`config.mk`:
```
export PLATFORM = sky130hd
export DESIGN_NAME = uart_register_page_decode
export DESIGN_NICKNAME = d
export VERILOG_FILES = /design/src/hdl/uart_page_pkg.sv /design/src/hdl/page_sel_if.sv /design/src/hdl/page_decode.sv /design/src/hdl/modem_change_track.sv /design/src/hdl/uart_register_page_decode.sv
export SDC_FILE = /design/constraint.sdc
export NUM_CORES = 1
export LEC_CHECK = 0
export BUFFER_PORTS_ARGS = -buffer_cell sky130_fd_sc_hd__buf_2
export CORE_ASPECT_RATIO = 1.25
export CORE_MARGIN = 3
export CORE_UTILIZATION = 30
export CTS_BUF_LIST = sky130_fd_sc_hd__clkbuf_8
export DETAILED_ROUTE_END_ITERATION = 10
export PLACE_DENSITY_LB_ADDON = 0.25
export SETUP_SLACK_MARGIN = 0.2
export SKIP_LAST_GASP = 1
export SYNTH_ARGS = -nofsm -noshare
export SYNTH_HDL_FRONTEND = slang
export SYNTH_SLANG_ARGS = --single-unit
```
`constraint.sdc`:
```
create_clock -name i_clk -period 7.3 [get_ports i_clk]
set_input_delay 1.46 -clock i_clk [delete_from_list [all_inputs] [get_ports i_clk]]
set_output_delay 1.46 -clock i_clk [all_outputs]
set_load 0.01 [all_outputs]
```
`src/hdl/uart_page_pkg.sv`:
```
package uart_page_pkg;

  // ==========================================================================
  // addresses
  localparam logic [2:0] ADDR_HOLD = 3'h0;
  localparam logic [2:0] ADDR_INT_EN = 3'h1;
  localparam logic [2:0] ADDR_INT_STAT = 3'h2;
  localparam logic [2:0] ADDR_LINE_CTRL = 3'h3;
  localparam logic [2:0] ADDR_MODEM_CTRL = 3'h4;
  localparam logic [2:0] ADDR_LINE_STAT = 3'h5;
  localparam logic [2:0] ADDR_MODEM_STAT = 3'h6;
  localparam logic [2:0] ADDR_SCRATCH = 3'h7;

  // ==========================================================================
  // field positions and masks
  localparam logic [7:0] ENH_PAGE_KEY = 8'hBF;
  localparam int LINE_CTRL_DIV_BIT = 7;
  localparam int ENH_EN_BIT = 4;
  localparam int FIFO_EN_BIT = 0;
  localparam int FIFO_RX_RST_BIT = 1;
  localparam int FIFO_TX_RST_BIT = 2;
  localparam logic [7:0] INT_EN_ENH_MASK = 8'hF0;
  localparam logic [7:0] FIFO_ENH_MASK = 8'h30;
  localparam logic [7:0] FIFO_PULSE_MASK = 8'h06;
  localparam logic [7:0] MODEM_CTRL_ENH_MASK = 8'hE0;
  localparam logic [5:0] INT_STAT_ENH_MASK = 6'h30;

  // ==========================================================================
  // values after reset
  localparam logic [7:0] REG_RESET = 8'h00;
  localparam logic [3:0] NIBBLE_RESET = 4'h0;
  // identity values are arbitrary
  localparam logic [7:0] REVISION_CODE = 8'h01;
  localparam logic [7:0] IDENT_CODE = 8'h5A;

  typedef enum logic [4:0] {
    TGT_NONE, TGT_RX_HOLD, TGT_TX_HOLD, TGT_DIV_LOW, TGT_DIV_HIGH, TGT_REVISION,
    TGT_IDENT, TGT_INT_ENABLE, TGT_INT_STATUS, TGT_FIFO_CTRL, TGT_LINE_CTRL,
    TGT_MODEM_CTRL, TGT_LINE_STATUS, TGT_EXTRA, TGT_MODEM_STATUS, TGT_IR_WIDTH,
    TGT_SCRATCH, TGT_ENH_FUNC, TGT_FLOW_ON_ONE, TGT_FLOW_ON_TWO,
    TGT_FLOW_OFF_ONE, TGT_FLOW_OFF_TWO
  } reg_target_type;

endpackage

```
`src/hdl/page_sel_if.sv`:
```
`timescale 1ns/1ps
interface page_sel_if;
  import uart_page_pkg::*;
  logic [2:0] addr;
  logic [7:0] line_ctrl;
  logic enh_en;
  logic div_zero;
  reg_target_type rd_target;
  reg_target_type wr_target;

  modport decoder (
    input addr, line_ctrl, enh_en, div_zero,
    output rd_target, wr_target
  );
  modport bank (
    output addr, line_ctrl, enh_en, div_zero,
    input rd_target, wr_target
  );
endinterface

```
`src/hdl/page_decode.sv`:
```
`timescale 1ns/1ps
module page_decode
  import uart_page_pkg::*;
(
  page_sel_if.decoder sel
);

  // ==========================================================================
  // page selection, shared by read and write
  function automatic reg_target_type page_target(
    input logic [2:0] addr,
    input logic [7:0] line_ctrl,
    input logic enh,
    input logic div_zero,
    input logic is_write
  );
    reg_target_type t;
    t = TGT_NONE;
    if (addr == ADDR_LINE_CTRL)
      t = TGT_LINE_CTRL;
    else if (line_ctrl == ENH_PAGE_KEY)
    begin
      case (addr)
        ADDR_INT_STAT: t = TGT_ENH_FUNC;
        ADDR_MODEM_CTRL: t = TGT_FLOW_ON_ONE;
        ADDR_LINE_STAT: t = TGT_FLOW_ON_TWO;
        ADDR_MODEM_STAT: t = TGT_FLOW_OFF_ONE;
        ADDR_SCRATCH: t = TGT_FLOW_OFF_TWO;
        default: t = TGT_NONE;
      endcase
    end
    else if (line_ctrl[LINE_CTRL_DIV_BIT])
    begin
      if (addr == ADDR_HOLD)
        t = (div_zero && !is_write) ? TGT_REVISION : TGT_DIV_LOW;
      else if (addr == ADDR_INT_EN)
        t = (div_zero && !is_write) ? TGT_IDENT : TGT_DIV_HIGH;
    end
    else
    begin
      case (addr)
        ADDR_HOLD: t = is_write ? TGT_TX_HOLD : TGT_RX_HOLD;
        ADDR_INT_EN: t = TGT_INT_ENABLE;
        ADDR_INT_STAT: t = is_write ? TGT_FIFO_CTRL : TGT_INT_STATUS;
        ADDR_MODEM_CTRL: t = TGT_MODEM_CTRL;
        ADDR_LINE_STAT: t = is_write ? (enh ? TGT_EXTRA : TGT_NONE) : TGT_LINE_STATUS;
        ADDR_MODEM_STAT: t = is_write ? (enh ? TGT_IR_WIDTH : TGT_NONE) : TGT_MODEM_STATUS;
        ADDR_SCRATCH: t = TGT_SCRATCH;
        default: t = TGT_NONE;
      endcase
    end
    return t;
  endfunction

  always_comb
  begin
    sel.rd_target = page_target(sel.addr, sel.line_ctrl, sel.enh_en, sel.div_zero, 1'b0);
    sel.wr_target = page_target(sel.addr, sel.line_ctrl, sel.enh_en, sel.div_zero, 1'b1);
  end

endmodule

```
`src/hdl/modem_change_track.sv`:
```
`timescale 1ns/1ps
module modem_change_track
  import uart_page_pkg::*;
(
  // clock and reset
  input wire logic i_clk,
  input wire logic i_reset,
  // modem lines and clear
  input wire logic [3:0] i_lines,
  input wire logic i_clear,
  output logic [3:0] o_delta
);

  logic [3:0] prev_r;
  logic [3:0] delta_r;
  logic [3:0] delta_nxt;

  // a change seen in the clearing cycle is kept: set wins
  always_comb
  begin
    delta_nxt = (i_clear ? NIBBLE_RESET : delta_r) | (i_lines ^ prev_r);
  end

  always_ff @(posedge i_clk)
  begin
    if (i_reset)
    begin
      prev_r <= NIBBLE_RESET;
      delta_r <= NIBBLE_RESET;
    end
    else
    begin
      prev_r <= i_lines;
      delta_r <= delta_nxt;
    end
  end

  assign o_delta = delta_r;

endmodule

```
`src/hdl/uart_register_page_decode.sv`:
```
`timescale 1ns/1ps
module uart_register_page_decode
  import uart_page_pkg::*;
(
  // clock and reset
  input wire logic i_clk,
  input wire logic i_reset,
  // host register bus
  input wire logic [2:0] i_addr,
  input wire logic [7:0] i_wdata,
  input wire logic i_wr,
  input wire logic i_rd,
  output logic [7:0] o_rdata,
  output logic o_rdata_valid,
  // serial engine status
  input wire logic [7:0] i_rx_char,
  input wire logic [5:0] i_int_source,
  input wire logic [7:0] i_line_status,
  input wire logic [3:0] i_modem_lines,
  // serial engine data strobes
  output logic [7:0] o_tx_char,
  output logic o_tx_load,
  output logic o_rx_pop,
  output logic o_rx_fifo_reset,
  output logic o_tx_fifo_reset,
  // configuration
  output logic [15:0] o_divisor,
  output logic [7:0] o_interrupt_enable,
  output logic [7:0] o_fifo_control,
  output logic [7:0] o_line_control,
  output logic [7:0] o_modem_control,
  output logic [7:0] o_enhanced_function,
  output logic [7:0] o_extra_feature,
  output logic [7:0] o_infrared_pulse_width,
  output logic [7:0] o_flow_on_one,
  output logic [7:0] o_flow_on_two,
  output logic [7:0] o_flow_off_one,
  output logic [7:0] o_flow_off_two
);

  // ==========================================================================
  // storage
  logic [7:0] div_low_r;
  logic [7:0] div_high_r;
  logic [7:0] int_enable_r;
  logic [7:0] fifo_control_r;
  logic [7:0] line_control_r;
  logic [7:0] modem_control_r;
  logic [7:0] enh_function_r;
  logic [7:0] extra_feature_r;
  logic [7:0] ir_width_r;
  logic [7:0] scratch_r;
  logic [7:0] flow_on_one_r;
  logic [7:0] flow_on_two_r;
  logic [7:0] flow_off_one_r;
  logic [7:0] flow_off_two_r;
  logic [7:0] tx_char_r;
  logic tx_load_r;
  logic rx_pop_r;
  logic rx_fifo_reset_r;
  logic tx_fifo_reset_r;
  logic [7:0] rdata_r;
  logic [7:0] rdata_nxt;
  logic rdata_valid_r;
  logic [3:0] modem_delta;
  logic enh_en;
  logic enh_drop;
  logic [7:0] enh_keep;
  reg_target_type rd_sel;
  reg_target_type wr_sel;

  // ==========================================================================
  // page decode
  page_sel_if sel ();

  assign sel.addr = i_addr;
  assign sel.line_ctrl = line_control_r;
  assign sel.enh_en = enh_en;
  // zero divisor swaps in identity reads
  assign sel.div_zero = (div_low_r == REG_RESET) && (div_high_r == REG_RESET);

  page_decode u_decode (
    .sel(sel.decoder)
  );

  assign rd_sel = i_rd ? sel.rd_target : TGT_NONE;
  assign wr_sel = i_wr ? sel.wr_target : TGT_NONE;

  // enhanced enable and its falling write
  assign enh_en = enh_function_r[ENH_EN_BIT];
  assign enh_drop = (wr_sel == TGT_ENH_FUNC) && !i_wdata[ENH_EN_BIT];
  assign enh_keep = enh_en ? 8'hFF : 8'h00;

  // ==========================================================================
  // modem change flags
  modem_change_track u_modem (
    .i_clk(i_clk),
    .i_reset(i_reset),
    .i_lines(i_modem_lines),
    .i_clear(rd_sel == TGT_MODEM_STATUS),
    .o_delta(modem_delta)
  );

  // ==========================================================================
  // divisor
  always_ff @(posedge i_clk)
  begin
    if (i_reset)
    begin
      div_low_r <= REG_RESET;
      div_high_r <= REG_RESET;
    end
    else
    begin
      if (wr_sel == TGT_DIV_LOW)
        div_low_r <= i_wdata;
      if (wr_sel == TGT_DIV_HIGH)
        div_high_r <= i_wdata;
    end
  end

  // ==========================================================================
  // base page control registers
  // clearing the enhanced enable also clears the enhanced bits, so the
  // engine never acts on settings software can no longer see
  always_ff @(posedge i_clk)
  begin
    if (i_reset)
      int_enable_r <= REG_RESET;
    else if (wr_sel == TGT_INT_ENABLE)
      int_enable_r <= i_wdata & (~INT_EN_ENH_MASK | enh_keep);
    else if (enh_drop)
      int_enable_r <= int_enable_r & ~INT_EN_ENH_MASK;
  end

  always_ff @(posedge i_clk)
  begin
    if (i_reset)
      fifo_control_r <= REG_RESET;
    // reset bits are pulses, not stored
    else if (wr_sel == TGT_FIFO_CTRL)
      fifo_control_r <= i_wdata & ~FIFO_PULSE_MASK & (~FIFO_ENH_MASK | enh_keep);
    else if (enh_drop)
      fifo_control_r <= fifo_control_r & ~FIFO_ENH_MASK;
  end

  always_ff @(posedge i_clk)
  begin
    if (i_reset)
    begin
      rx_fifo_reset_r <= 1'b0;
      tx_fifo_reset_r <= 1'b0;
    end
    else
    begin
      rx_fifo_reset_r <= (wr_sel == TGT_FIFO_CTRL) && i_wdata[FIFO_RX_RST_BIT];
      tx_fifo_reset_r <= (wr_sel == TGT_FIFO_CTRL) && i_wdata[FIFO_TX_RST_BIT];
    end
  end

  always_ff @(posedge i_clk)
  begin
    if (i_reset)
      line_control_r <= REG_RESET;
    else if (wr_sel == TGT_LINE_CTRL)
      line_control_r <= i_wdata;
  end

  always_ff @(posedge i_clk)
  begin
    if (i_reset)
      modem_control_r <= REG_RESET;
    else if (wr_sel == TGT_MODEM_CTRL)
      modem_control_r <= i_wdata & (~MODEM_CTRL_ENH_MASK | enh_keep);
    else if (enh_drop)
      modem_control_r <= modem_control_r & ~MODEM_CTRL_ENH_MASK;
  end

  always_ff @(posedge i_clk)
  begin
    if (i_reset)
      scratch_r <= REG_RESET;
    else if (wr_sel == TGT_SCRATCH)
      scratch_r <= i_wdata;
  end

  // ==========================================================================
  // enhanced-gated write-only registers
  always_ff @(posedge i_clk)
  begin
    if (i_reset)
    begin
      extra_feature_r <= REG_RESET;
      ir_width_r <= REG_RESET;
    end
    else
    begin
      if (wr_sel == TGT_EXTRA)
        extra_feature_r <= i_wdata;
      if (wr_sel == TGT_IR_WIDTH)
        ir_width_r <= i_wdata;
    end
  end

  // ==========================================================================
  // enhanced page
  always_ff @(posedge i_clk)
  begin
    if (i_reset)
      enh_function_r <= REG_RESET;
    else if (wr_sel == TGT_ENH_FUNC)
      enh_function_r <= i_wdata;
  end

  always_ff @(posedge i_clk)
  begin
    if (i_reset)
    begin
      flow_on_one_r <= REG_RESET;
      flow_on_two_r <= REG_RESET;
      flow_off_one_r <= REG_RESET;
      flow_off_two_r <= REG_RESET;
    end
    else
    begin
      if (wr_sel == TGT_FLOW_ON_ONE)
        flow_on_one_r <= i_wdata;
      if (wr_sel == TGT_FLOW_ON_TWO)
        flow_on_two_r <= i_wdata;
      if (wr_sel == TGT_FLOW_OFF_ONE)
        flow_off_one_r <= i_wdata;
      if (wr_sel == TGT_FLOW_OFF_TWO)
        flow_off_two_r <= i_wdata;
    end
  end

  // ==========================================================================
  // character strobes
  always_ff @(posedge i_clk)
  begin
    if (i_reset)
    begin
      tx_char_r <= REG_RESET;
      tx_load_r <= 1'b0;
      rx_pop_r <= 1'b0;
    end
    else
    begin
      tx_load_r <= (wr_sel == TGT_TX_HOLD);
      rx_pop_r <= (rd_sel == TGT_RX_HOLD);
      if (wr_sel == TGT_TX_HOLD)
        tx_char_r <= i_wdata;
    end
  end

  // ==========================================================================
  // read mux
  always_comb
  begin
    rdata_nxt = REG_RESET;
    case (rd_sel)
      TGT_RX_HOLD: rdata_nxt = i_rx_char;
      TGT_DIV_LOW: rdata_nxt = div_low_r;
      TGT_DIV_HIGH: rdata_nxt = div_high_r;
      TGT_REVISION: rdata_nxt = REVISION_CODE;
      TGT_IDENT: rdata_nxt = IDENT_CODE;
      TGT_INT_ENABLE: rdata_nxt = int_enable_r & (~INT_EN_ENH_MASK | enh_keep);
      TGT_INT_STATUS: rdata_nxt = {{2{fifo_control_r[FIFO_EN_BIT]}},
                                   i_int_source & (~INT_STAT_ENH_MASK | enh_keep[5:0])};
      TGT_LINE_CTRL: rdata_nxt = line_control_r;
      TGT_MODEM_CTRL: rdata_nxt = modem_control_r & (~MODEM_CTRL_ENH_MASK | enh_keep);
      TGT_LINE_STATUS: rdata_nxt = i_line_status;
      TGT_MODEM_STATUS: rdata_nxt = {i_modem_lines, modem_delta};
      TGT_SCRATCH: rdata_nxt = scratch_r;
      TGT_ENH_FUNC: rdata_nxt = enh_function_r;
      TGT_FLOW_ON_ONE: rdata_nxt = flow_on_one_r;
      TGT_FLOW_ON_TWO: rdata_nxt = flow_on_two_r;
      TGT_FLOW_OFF_ONE: rdata_nxt = flow_off_one_r;
      TGT_FLOW_OFF_TWO: rdata_nxt = flow_off_two_r;
      default: rdata_nxt = REG_RESET;
    endcase
  end

  always_ff @(posedge i_clk)
  begin
    if (i_reset)
    begin
      rdata_r <= REG_RESET;
      rdata_valid_r <= 1'b0;
    end
    else
    begin
      rdata_valid_r <= i_rd;
      if (i_rd)
        rdata_r <= rdata_nxt;
    end
  end

  // ==========================================================================
  // outputs
  assign o_rdata = rdata_r;
  assign o_rdata_valid = rdata_valid_r;
  assign o_tx_char = tx_char_r;
  assign o_tx_load = tx_load_r;
  assign o_rx_pop = rx_pop_r;
  assign o_rx_fifo_reset = rx_fifo_reset_r;
  assign o_tx_fifo_reset = tx_fifo_reset_r;
  assign o_divisor = {div_high_r, div_low_r};
  assign o_interrupt_enable = int_enable_r;
  assign o_fifo_control = fifo_control_r;
  assign o_line_control = line_control_r;
  assign o_modem_control = modem_control_r;
  assign o_enhanced_function = enh_function_r;
  assign o_extra_feature = extra_feature_r;
  assign o_infrared_pulse_width = ir_width_r;
  assign o_flow_on_one = flow_on_one_r;
  assign o_flow_on_two = flow_on_two_r;
  assign o_flow_off_one = flow_off_one_r;
  assign o_flow_off_two = flow_off_two_r;

endmodule

```
==> metrics.md, run 1 <==
| Metric | Value |
|---|---|
| Status | `finished clean` |
| Synth area leader | `dfxtp_1` |
| # fillers | `2386` |
| Critical R2R Capture | `o_modem_control[7]` |
| Clock Power Share | `40.9%` |
| Worst VDD drop | `0.155 mV` |
| Seq/Total Area, Yosys | `40.8%` |
| Critical Path Sink Type | `register` |
| Top post-synthesis cells by area | `dfxtp_1, mux2i_1, nor2_1, nand2_1, nand3_1` |
| Die width | `141 um` |
| Initial antenna violation count | `0` |
| CTS tree | `built` |
| Post-DP HPWL | `20.8 mm` |
| Slew Viols, Final | `0` |
| Post-CTS Setup Bufs | `0` |
| Setup crit start | `o_line_control[7]` |
| Vias in the first global route | `6186` |
| Leakage power | `0.00363 uW` |
| Asr flop ratio synth | `0%` |
| Post-Syn Instances | `755` |
| Max-Cap Viols | `0` |
| Post-cts sizing count | `0` |
| Most frequent cells in the layout | `buf_2, dfxtp_1, nor2_1` |
| Starting Density | `30.6%` |
| Worst endpoint required time | `7.61 ns` |
| Hold Vio Cnt, Final | `0` |
| RR Startpoint | `o_line_control[7]` |
| Max Clk Rate | `0.239 GHz` |
| Cell area after synthesis | `6820 um^2` |
| Hold path depth | `2` |
| Area added between synthesis and finish | `19.9%` |
| Top FF cell, synth | `dfxtp_1` |
| Largest net degree at the start of global routing | `93` |
| Die area | `24600 um^2` |
| Reg2reg path depth | `8` |
| Setup Total Neg Slack | `0 ns` |
| Clock buffer depth | `2` |
| Worst Path Arrival | `4.49 ns` |
| Post-Layout Cell Count | `1182` |
| DR vias | `6469` |
| Slew headroom | `14.2%` |
| Crit path kind | `register to register` |
| Hold path startpoint | `o_fifo_control[5]` |
| Hold slack | `0.487 ns` |
| Sequential power share | `48.3%` |
| Yosys warnings | `0` |
| IO buf count | `163` |
| Cts bufs inserted | `17` |
| Inst Count DP | `1150` |
| Routed vias/inst | `5.47` |
| Ports | `166` |
| CTS clk-pin slew, worst paths | `0.08 ns` |
| Worst skew pair latency | `0.44 ns` |
| Hold Path Sink | `o_fifo_control[5]` |
| Placed Area | `7750 um^2` |
| Commonest non-fill, non-tap cell in the layout | `buf_2` |
| Slew @ Worst Pin | `1.27 ns` |
| H-tree Lvls | `4` |
| DRT Pass-1 Iters | `6` |
| Fin nets | `927` |
| Row count | `61` |
| Unrepaired setup endpoints after global routing | `no` |
| Post-route cell area | `8170 um^2` |
| Gr ovfl total | `0` |
| Worst Hold Class | `register to register` |
| Post-route ant nets | `0` |
| Skew final | `0.0109 ns` |
| P_sw | `434 uW` |
| Pwr dens | `199 nW/um^2` |
| Clk sink count | `139` |
| Comb pwr share | `10.8%` |
| WL final | `28.1 mm` |
| R2r setup slk | `3.11 ns` |
| Hold buffers post-CTS | `0` |
| Core area | `22300 um^2` |
| Crit start category | `register` |
| Layout cell share with drive strength beyond 1 | `25.5%` |
| Clock root buffer | `clkbuf_8` |
| Yosys cell types | `79` |
| # diodes | `0` |
| Placer Congestion | `0.954` |
| GRT Resource Usage Total | `22.3%` |
| Post-synth EDFFs | `0` |
| Int Pwr | `1190 uW` |
| Syn_area_per_cell | `9.03 um^2` |
| First-pass GRT wire length | `41.0 mm` |
| FF+latch count, synth | `139` |
| Minimum clock period | `4.19 ns` |
| Yosys top cell area share | `40.8%` |
| Final setup fails | `0` |
| Worst-path fanout max | `24` |
| Final Cycle Share | `57.4%` |
| Routed WL per cell | `23.8 um` |
| DRC Markers | `0` |
| Initial DRC Count | `585` |
| Final core occ | `36.7%` |
| Switching Share | `26.7%` |
| Die Y | `175 um` |
## cell families (layout without fill, tap and decap cells)
group           after synthesis  count (layout)  synth area share (%)
compound gates              132             132                  14.9
flops                       139             139                  40.8
fa+ha+maj                     1               1                 0.147
mux                         115             115                  16.9
xor+xnor                      4               4                 0.514
other cells                   1               2                0.0550
simple gates                304             304                  22.6
buf+inv                      59             202                  4.15
## metrics by stage
step / setup slack [ns] / total power [uW]
4_1_cts: 3.22 / 1640
5_1_grt: 2.84 / 1680
2_1_floorplan: 3.78 / 911
6_report: 3.11 / 1620
3_3_place_gp: 2.89 / 977
3_5_place_dp: 2.91 / 976
## critical path: stages (launching register included)
cell,delay (ns)
dfxtp_1,0.93
and4_1,0.55
nand2_1,0.30
a31oi_1,0.45
nand4_1,0.34
nor3_2,0.82
a21oi_1,0.39
nand3_1,0.17
o21ai_0,0.09
## cells in the mapped netlist (all sizes together) (5+ instances only)
| cell | count |
|---|---|
| a21oi | 22 |
| a221oi | 10 |
| a22o | 9 |
| a22oi | 12 |
| a31oi | 8 |
| and3 | 7 |
| buf | 25 |
| clkbuf | 29 |
| dfxtp | 139 |
| mux2i | 115 |
| nand2 | 51 |
| nand2b | 8 |
| nand3 | 23 |
| nand4 | 9 |
| nor2 | 142 |
| nor2b | 10 |
| nor3 | 13 |
| nor4 | 14 |
| o21ai | 24 |
| or2 | 5 |
## power by group through the flow
stage	registers (uW)	clock network, uW	logic, uW
6_report	785	663	175
3_5_place_dp	802	0	174
4_1_cts	784	678	174
3_3_place_gp	802	0	175
2_1_floorplan	801	0	110
5_1_grt	786	708	188
## layout make-up
cell class | instances | area, um^2 | area share, %
multi-input cells | 558 | 3760 | 46.0
flip-flops and latches | 139 | 2780 | 34.1
repair buffers | 165 | 833 | 10.2
well taps | 283 | 354 | 4.33
clock buffers | 20 | 275 | 3.37
clock inverters | 12 | 146 | 1.79
inverters | 5 | 18.8 | 0.230
## per-layer routing
layer / vias to the layer above / routed length, um / global-route usage, %
met5: - / 0 / 0
met4: 0 / 848 / 8.12
met3: 39 / 1880 / 4.10
met2: 269 / 13600 / 36.4
met1: 3175 / 11800 / 29.6
li1: 2986 / - / -
## worst max path at each step
stage / endpoint / depth (start not counted) / slack [ns]
final: o_modem_control[7] / 8 / 3.11
after global routing: o_modem_control[7] / 8 / 2.84
after CTS: o_modem_control[6] / 8 / 3.22
after detailed placement: o_modem_control[6] / 9 / 2.91
after global placement: o_rdata[0] / 9 / 2.89
after floorplan: o_rdata[2] / 10 / 3.78
Power figures use the tool's default switching activity.
==> run 2, diff against run 1 <==
clock period = 4.1 ns   (was 7.3 ns; I/O delays follow)
==> run 2 against run 1 <==
Register-to-register slack got worse by 2.4 ns. Clock power is 95% higher. Core utilization grew 0.71 points. Non-clock buffer count grew 16. Die area unchanged. Fmax grew 25%. Clock skew rose by 0.0039 ns. Sequential share of layout area decreased by 0.65 points. Largest cell class unchanged. Via count rose by 1.5%. Largest power group unchanged. Highest routed layer unchanged. Global-route usage grew 0.56 points.
==> metrics.md, run 2 (synthesis gave the netlist of run 1 again) <==
| Metric | Value |
|---|---|
| Final Cycle Share | `81.4% (was 57.4%)` |
| Starting Density | `30.6% (unchanged)` |
| # fillers | `2363 (was 2386)` |
| CP bufs+invs | `1 (was 0)` |
| Worst-path fanout max | `10 (was 24)` |
| Hold buffers post-CTS | `0 (unchanged)` |
| Gr ovfl total | `0 (unchanged)` |
| Largest net degree at the start of global routing | `76 (was 93)` |
| Die Y | `175 um (unchanged)` |
| Slowest stage cell, crit path | `nor4_4 (was dfxtp_1)` |
| Hold Vio Cnt, Final | `0 (unchanged)` |
| Slew @ Worst Pin | `1.02 ns (was 1.27 ns)` |
| Clk sink count | `139 (unchanged)` |
| Critical Path Sink Type | `register (unchanged)` |
| Unrepaired setup endpoints after global routing | `no (unchanged)` |
| Max-Cap Viols | `0 (unchanged)` |
| Hold slack | `0.472 ns (was 0.487 ns)` |
| Worst VDD drop | `0.203 mV (was 0.155 mV)` |
| Final Total Pwr | `3010 uW (was 1620 uW)` |
| # diodes | `0 (unchanged)` |
| Final setup fails | `0 (unchanged)` |
| Post-DP HPWL | `21.4 mm (was 20.8 mm)` |
| Max Clk Rate | `0.300 GHz (was 0.239 GHz)` |
| Post-route ant nets | `0 (unchanged)` |
| CTS tree | `built (unchanged)` |
| Core area | `22300 um^2 (unchanged)` |
| GRT Resource Usage Total | `22.9% (was 22.3%)` |
| Crit path largest cell delay | `0.65 ns (was 0.93 ns)` |
| Fin nets | `943 (was 927)` |
| Routed WL per cell | `23.8 um (about the same)` |
| Setup Total Neg Slack | `0 ns (unchanged)` |
| Initial antenna violation count | `0 (unchanged)` |
| IO buf count | `163 (unchanged)` |
| Worst Hold Class | `register to register (unchanged)` |
| Area added between synthesis and finish | `22.2% (was 19.9%)` |
| First-pass GRT wire length | `42.1 mm (was 41.0 mm)` |
| Crit-path cells | `nand4b_2 > nor2_4 > buf_4 > a21oi_2 > or2_1 > nor4_4 > a22oi_1 > and3_1 > a41oi_1 (was and4_1 > nand2_1 > a31oi_1 > nand4_1 > nor3_2 > a21oi_1 > nand3_1 > o21ai_0)` |
| Slew Viols, Final | `0 (unchanged)` |
| Most frequent cells in the layout | `buf_2, dfxtp_1, nor2_1 (unchanged)` |
| Post-cts sizing count | `0 (unchanged)` |
| DRC Markers | `0 (unchanged)` |
| Routed vias/inst | `5.48 (was 5.47)` |
| Post-CTS Setup Bufs | `0 (unchanged)` |
| DRT Pass-1 Iters | `6 (unchanged)` |
| Worst skew pair latency | `0.45 ns (was 0.44 ns)` |
| Die area | `24600 um^2 (unchanged)` |
| CTS clk-pin slew, worst paths | `0.08 ns (about the same)` |
| Crit start category | `register (unchanged)` |
| CP delay by family, top | `simple AND/OR/NAND/NOR gates (unchanged)` |
| Initial DRC Count | `502 (was 585)` |
| DR vias | `6567 (was 6469)` |
| H-tree Lvls | `4 (unchanged)` |
| Pwr dens | `361 nW/um^2 (was 199 nW/um^2)` |
| Vias in the first global route | `6469 (was 6186)` |
| Clock root buffer | `clkbuf_8 (unchanged)` |
| Clock buffer depth | `2 (unchanged)` |
| Worst endpoint required time | `4.44 ns (was 7.61 ns)` |
| Worst Path Arrival | `3.67 ns (was 4.49 ns)` |
| Status | `finished clean (unchanged)` |
| Cts bufs inserted | `17 (unchanged)` |
| WL final | `28.5 mm (was 28.1 mm)` |
| Ports | `166 (unchanged)` |
| Die width | `141 um (unchanged)` |
| Row count | `61 (unchanged)` |
| Commonest non-fill, non-tap cell in the layout | `buf_2 (unchanged)` |
| Skew final | `0.0149 ns (was 0.0109 ns)` |
| Minimum clock period | `3.34 ns (was 4.19 ns)` |
| Placer Congestion | `0.983 (was 0.954)` |
| Layout cell share with drive strength beyond 1 | `26.7% (was 25.5%)` |
| Leakage power | `0.00372 uW (was 0.00363 uW)` |
| Crit path kind | `register to register (unchanged)` |
| Slew headroom | `31.1% (was 14.2%)` |
[run 2: changes by cell type in the layout (fill, tap and decap cells not counted)]
cell,before,now
bufinv_16,3,5
buf_4,3,19
clkinv_4,2,1
inv_1,5,6
clkinv_2,4,2
clkbuf_8,20,19
clkinvlp_4,2,3
[run 2: final timing paths]
| kind | slack (ns) | from | to | depth (start not counted) |
|---|---|---|---|---|
| worst min register to register | 0.47 | o_fifo_control[5] | o_fifo_control[5] | 2 |
| worst min-delay path | 0.47 | o_fifo_control[5] | o_fifo_control[5] | 2 |
| worst max register to register | 0.76 | o_line_control[3] | o_rdata[0] | 9 |
| worst max-delay path | 0.76 | o_line_control[3] | o_rdata[0] | 9 |
[run 2: stage by stage]
step | cell area, um^2 | instances | setup WS (ns) | util [%]
5_1_grt | 8330 | 1198 | 0.640 | 37.4
3_3_place_gp | 7870 | 1166 | 0.291 | 35.3
6_report | 8330 | 1198 | 0.763 | 37.4
2_1_floorplan | 6820 | 756 | 1.22 | -
4_1_cts | 8330 | 1198 | 0.795 | 37.4
3_5_place_dp | 7870 | 1166 | 0.437 | 35.3
[run 2: layout make-up]
| class | count | area, um^2 | share of cell area, % |
|---|---|---|---|
| Multi-Input combinational cell | 558 | 3760 | 45.1 |
| Sequential cell | 139 | 2780 | 33.4 |
| Timing Repair Buffer | 181 | 953 | 11.4 |
| Tap cell | 283 | 354 | 4.25 |
| Clock buffer | 19 | 262 | 3.14 |
| Clock inverter | 13 | 199 | 2.39 |
| Inverter | 5 | 18.8 | 0.225 |
[run 2: where the power goes]
group          internal (uW)  total (uW)  switching [uW]
sequential              1370        1400            22.4
combinational            104         321             217
clock                    751        1290             542
[run 2: layer usage]
| layer | global-route usage, % | up-vias | wire length [um] |
|---|---|---|---|
| met2 | 36.8 | 281 | 13400 |
| met3 | 4.32 | 71 | 1770 |
| met5 | 0 | - | 0 |
| met4 | 10.8 | 0 | 1350 |
| li1 | - | 3021 | - |
| met1 | 29.5 | 3194 | 12000 |
[run 2: worst min-delay path, cell delays in order (launching register included)]
cell and delay [ns]:
dfxtp_1 0.32, nand3_1 0.06, o21ai_0 0.06
==> run 3, diff against run 2 <==
clock period = 2.8 ns   (was 4.1 ns; I/O delays follow)
==> run 3 against run 2 <==
Highest routed layer unchanged. Largest cell class unchanged. Clock-buffer cell count unchanged. Clock power is 16% higher. Critical path depth increased by 3. Clock skew grew 0.0011 ns. Critical endpoint is now o_rdata[1]. Core utilization grew 6.4 points. Routed wire length rose by 5.7%. Fmax is 23% higher. First-iteration DRC count up 10%. Sequential power increased by 46%. Power rose by 39%. Via count rose by 5.6%.
==> metrics.md, run 3 (synthesis gave the netlist of run 1 again) <==
| Metric | Value |
|---|---|
| Status | `finished clean (unchanged)` |
| Unrepaired setup endpoints after global routing | `yes (was no)` |
| DRC Markers | `0 (unchanged)` |
| Slew Viols, Final | `0 (unchanged)` |
| Worst-path fanout max | `4 (was 10)` |
| CTS tree | `built (unchanged)` |
| Routed vias/inst | `5.16 (was 5.48)` |
| Pwr dens | `429 nW/um^2 (was 361 nW/um^2)` |
| GRT Resource Usage Total | `24.2% (was 22.9%)` |
| Multi-input gate area | `3950 um^2 (was 3760 um^2)` |
| Initial antenna violation count | `0 (unchanged)` |
| IO buf count | `163 (unchanged)` |
| Layout cell share with drive strength beyond 1 | `40.2% (was 26.7%)` |
| Routed wl met3 | `1.48 mm (was 1.77 mm)` |
| Die Y | `175 um (unchanged)` |
| # fillers | `2292 (was 2363)` |
| Met1 wire length | `13.2 mm (was 12.0 mm)` |
| Routed WL per cell | `22.5 um (was 23.8 um)` |
| Die width | `141 um (unchanged)` |
| Final Cycle Share | `96.8% (was 81.4%)` |
| Worst Hold Class | `primary input to register (was register to register)` |
| Minimum clock period | `2.71 ns (was 3.34 ns)` |
| DR vias | `6938 (was 6567)` |
| Hold buffers post-CTS | `0 (unchanged)` |
| Worst VDD drop | `0.344 mV (was 0.203 mV)` |
| First-pass GRT wire length | `44.2 mm (was 42.1 mm)` |
| # diodes | `0 (unchanged)` |
| Critical Path Sink Type | `register (unchanged)` |
| Core area | `22300 um^2 (unchanged)` |
| DRT Pass-1 Iters | `6 (unchanged)` |
| Die area | `24600 um^2 (unchanged)` |
| Post-DP HPWL | `23.1 mm (was 21.4 mm)` |
| Setup Total Neg Slack | `0 ns (unchanged)` |
| Most frequent cells in the layout | `buf_2, buf_4, nor2_1 (was buf_2, dfxtp_1, nor2_1)` |
| Gr ovfl total | `0 (unchanged)` |
| Leakage power | `0.00449 uW (was 0.00372 uW)` |
| Post-route ant nets | `0 (unchanged)` |
| Ports | `166 (unchanged)` |
| Final core occ | `43.8% (was 37.4%)` |
| Largest net degree at the start of global routing | `77 (was 76)` |
| Max-Cap Viols | `0 (unchanged)` |
| Clock root buffer | `clkbuf_8 (unchanged)` |
| Placed Area | `9080 um^2 (was 7870 um^2)` |
| Cts bufs inserted | `17 (unchanged)` |
| Clk sink count | `139 (unchanged)` |
| Row count | `61 (unchanged)` |
| Area added between synthesis and finish | `43.1% (was 22.2%)` |
| WL final | `30.2 mm (was 28.5 mm)` |
| Fin nets | `1089 (was 943)` |
| Detail Route met2 WL | `14.7 mm (was 13.4 mm)` |
| Top layer in use | `met4 (unchanged)` |
| Slew headroom | `54.9% (was 31.1%)` |
| Initial DRC Count | `554 (was 502)` |
| Starting Density | `30.6% (unchanged)` |
| CTS clk-pin slew, worst paths | `0.09 ns (was 0.08 ns)` |
| Post-route cell area | `9750 um^2 (was 8330 um^2)` |
| Worst skew pair latency | `0.46 ns (was 0.45 ns)` |
| Worst endpoint required time | `3.18 ns (was 4.44 ns)` |
| Placer Congestion | `0.958 (was 0.983)` |
| H-tree Lvls | `4 (unchanged)` |
| Max Clk Rate | `0.369 GHz (was 0.300 GHz)` |
| Final Total Pwr | `4190 uW (was 3010 uW)` |
| Vias in the first global route | `6838 (was 6469)` |
| Commonest non-fill, non-tap cell in the layout | `buf_2 (unchanged)` |
| Slew @ Worst Pin | `0.677 ns (was 1.02 ns)` |
| Crit start category | `register (unchanged)` |
| Hold Vio Cnt, Final | `0 (unchanged)` |
| Worst Path Arrival | `3.09 ns (was 3.67 ns)` |
| Register area | `2800 um^2 (was 2780 um^2)` |
| Clock buffer depth | `2 (unchanged)` |
| Final setup fails | `0 (unchanged)` |
| Skew final | `0.0159 ns (was 0.0149 ns)` |
| Crit path kind | `register to register (unchanged)` |
-- run 3: cell types whose count changed in the layout (fill, tap and decap cells not counted), sizes merged --
cell and delta:
buf +146, inv +1, bufinv -5, clkinv +2, clkinvlp +2
-- run 3: what timing repair did --
| action | in CTS | in global routing |
|---|---|---|
| pin swaps | 22 | 12 |
| endpoints found under the setup margin | 8 | 98 |
| gates resized for setup | 29 | 29 |
| setup buffers | 5 | 5 |
| cloned | 0 | 0 |
-- run 3: metal layers --
layer  vias up  GRT usage [%]
met5         -              0
met4         0           6.87
met3        41           4.13
met2       242           41.3
met1      3332           31.3
li1       3323              -
-- run 3: critical path: stages (launching register included) --
cell      delay (ns)
dfxtp_2         0.33
nor4_2          0.25
buf_4           0.15
nand4_1         0.17
a2111o_1        0.46
buf_6           0.14
a211oi_4        0.35
and3_4          0.28
buf_6           0.11
buf_6           0.08
a22o_1          0.14
a211oi_2        0.04
a31oi_1         0.15
-- run 3: power by group --
group | total [uW] | switching (uW) | internal, uW
sequential | 2040 | 28.3 | 2010
combinational | 652 | 370 | 282
clock | 1500 | 838 | 661
-- run 3: through the flow --
stage / setup slack (ns) / cells / hold slack [ns]
after global routing: -0.0412 / 1344 / 0.365
after floorplan: 0.183 / 756 / 0.456
after global placement: -0.0553 / 1302 / 0.462
final: 0.0899 / 1344 / 0.378
after detailed placement: -0.0526 / 1302 / 0.457
after CTS: 0.0993 / 1339 / 0.360
-- run 3: area by class of cell --
type | count | area share, %
sequential | 139 | 28.8
inverter | 5 | 0.231
clock inverter | 13 | 0.949
multi-input combinational | 558 | 40.5
clock buffer | 19 | 2.68
tap | 283 | 3.63
timing repair buffer | 327 | 23.2
-- run 3: final timing paths --
check / start / to / slack (ns) / cells past startpoint
max: div_low_r[6] / o_rdata[1] / 0.09 / 12
min reg2reg: o_fifo_control[5] / o_fifo_control[5] / 0.47 / 2
min: i_line_status[6] / o_rdata[6] / 0.38 / 3
max reg2reg: div_low_r[6] / o_rdata[1] / 0.09 / 12
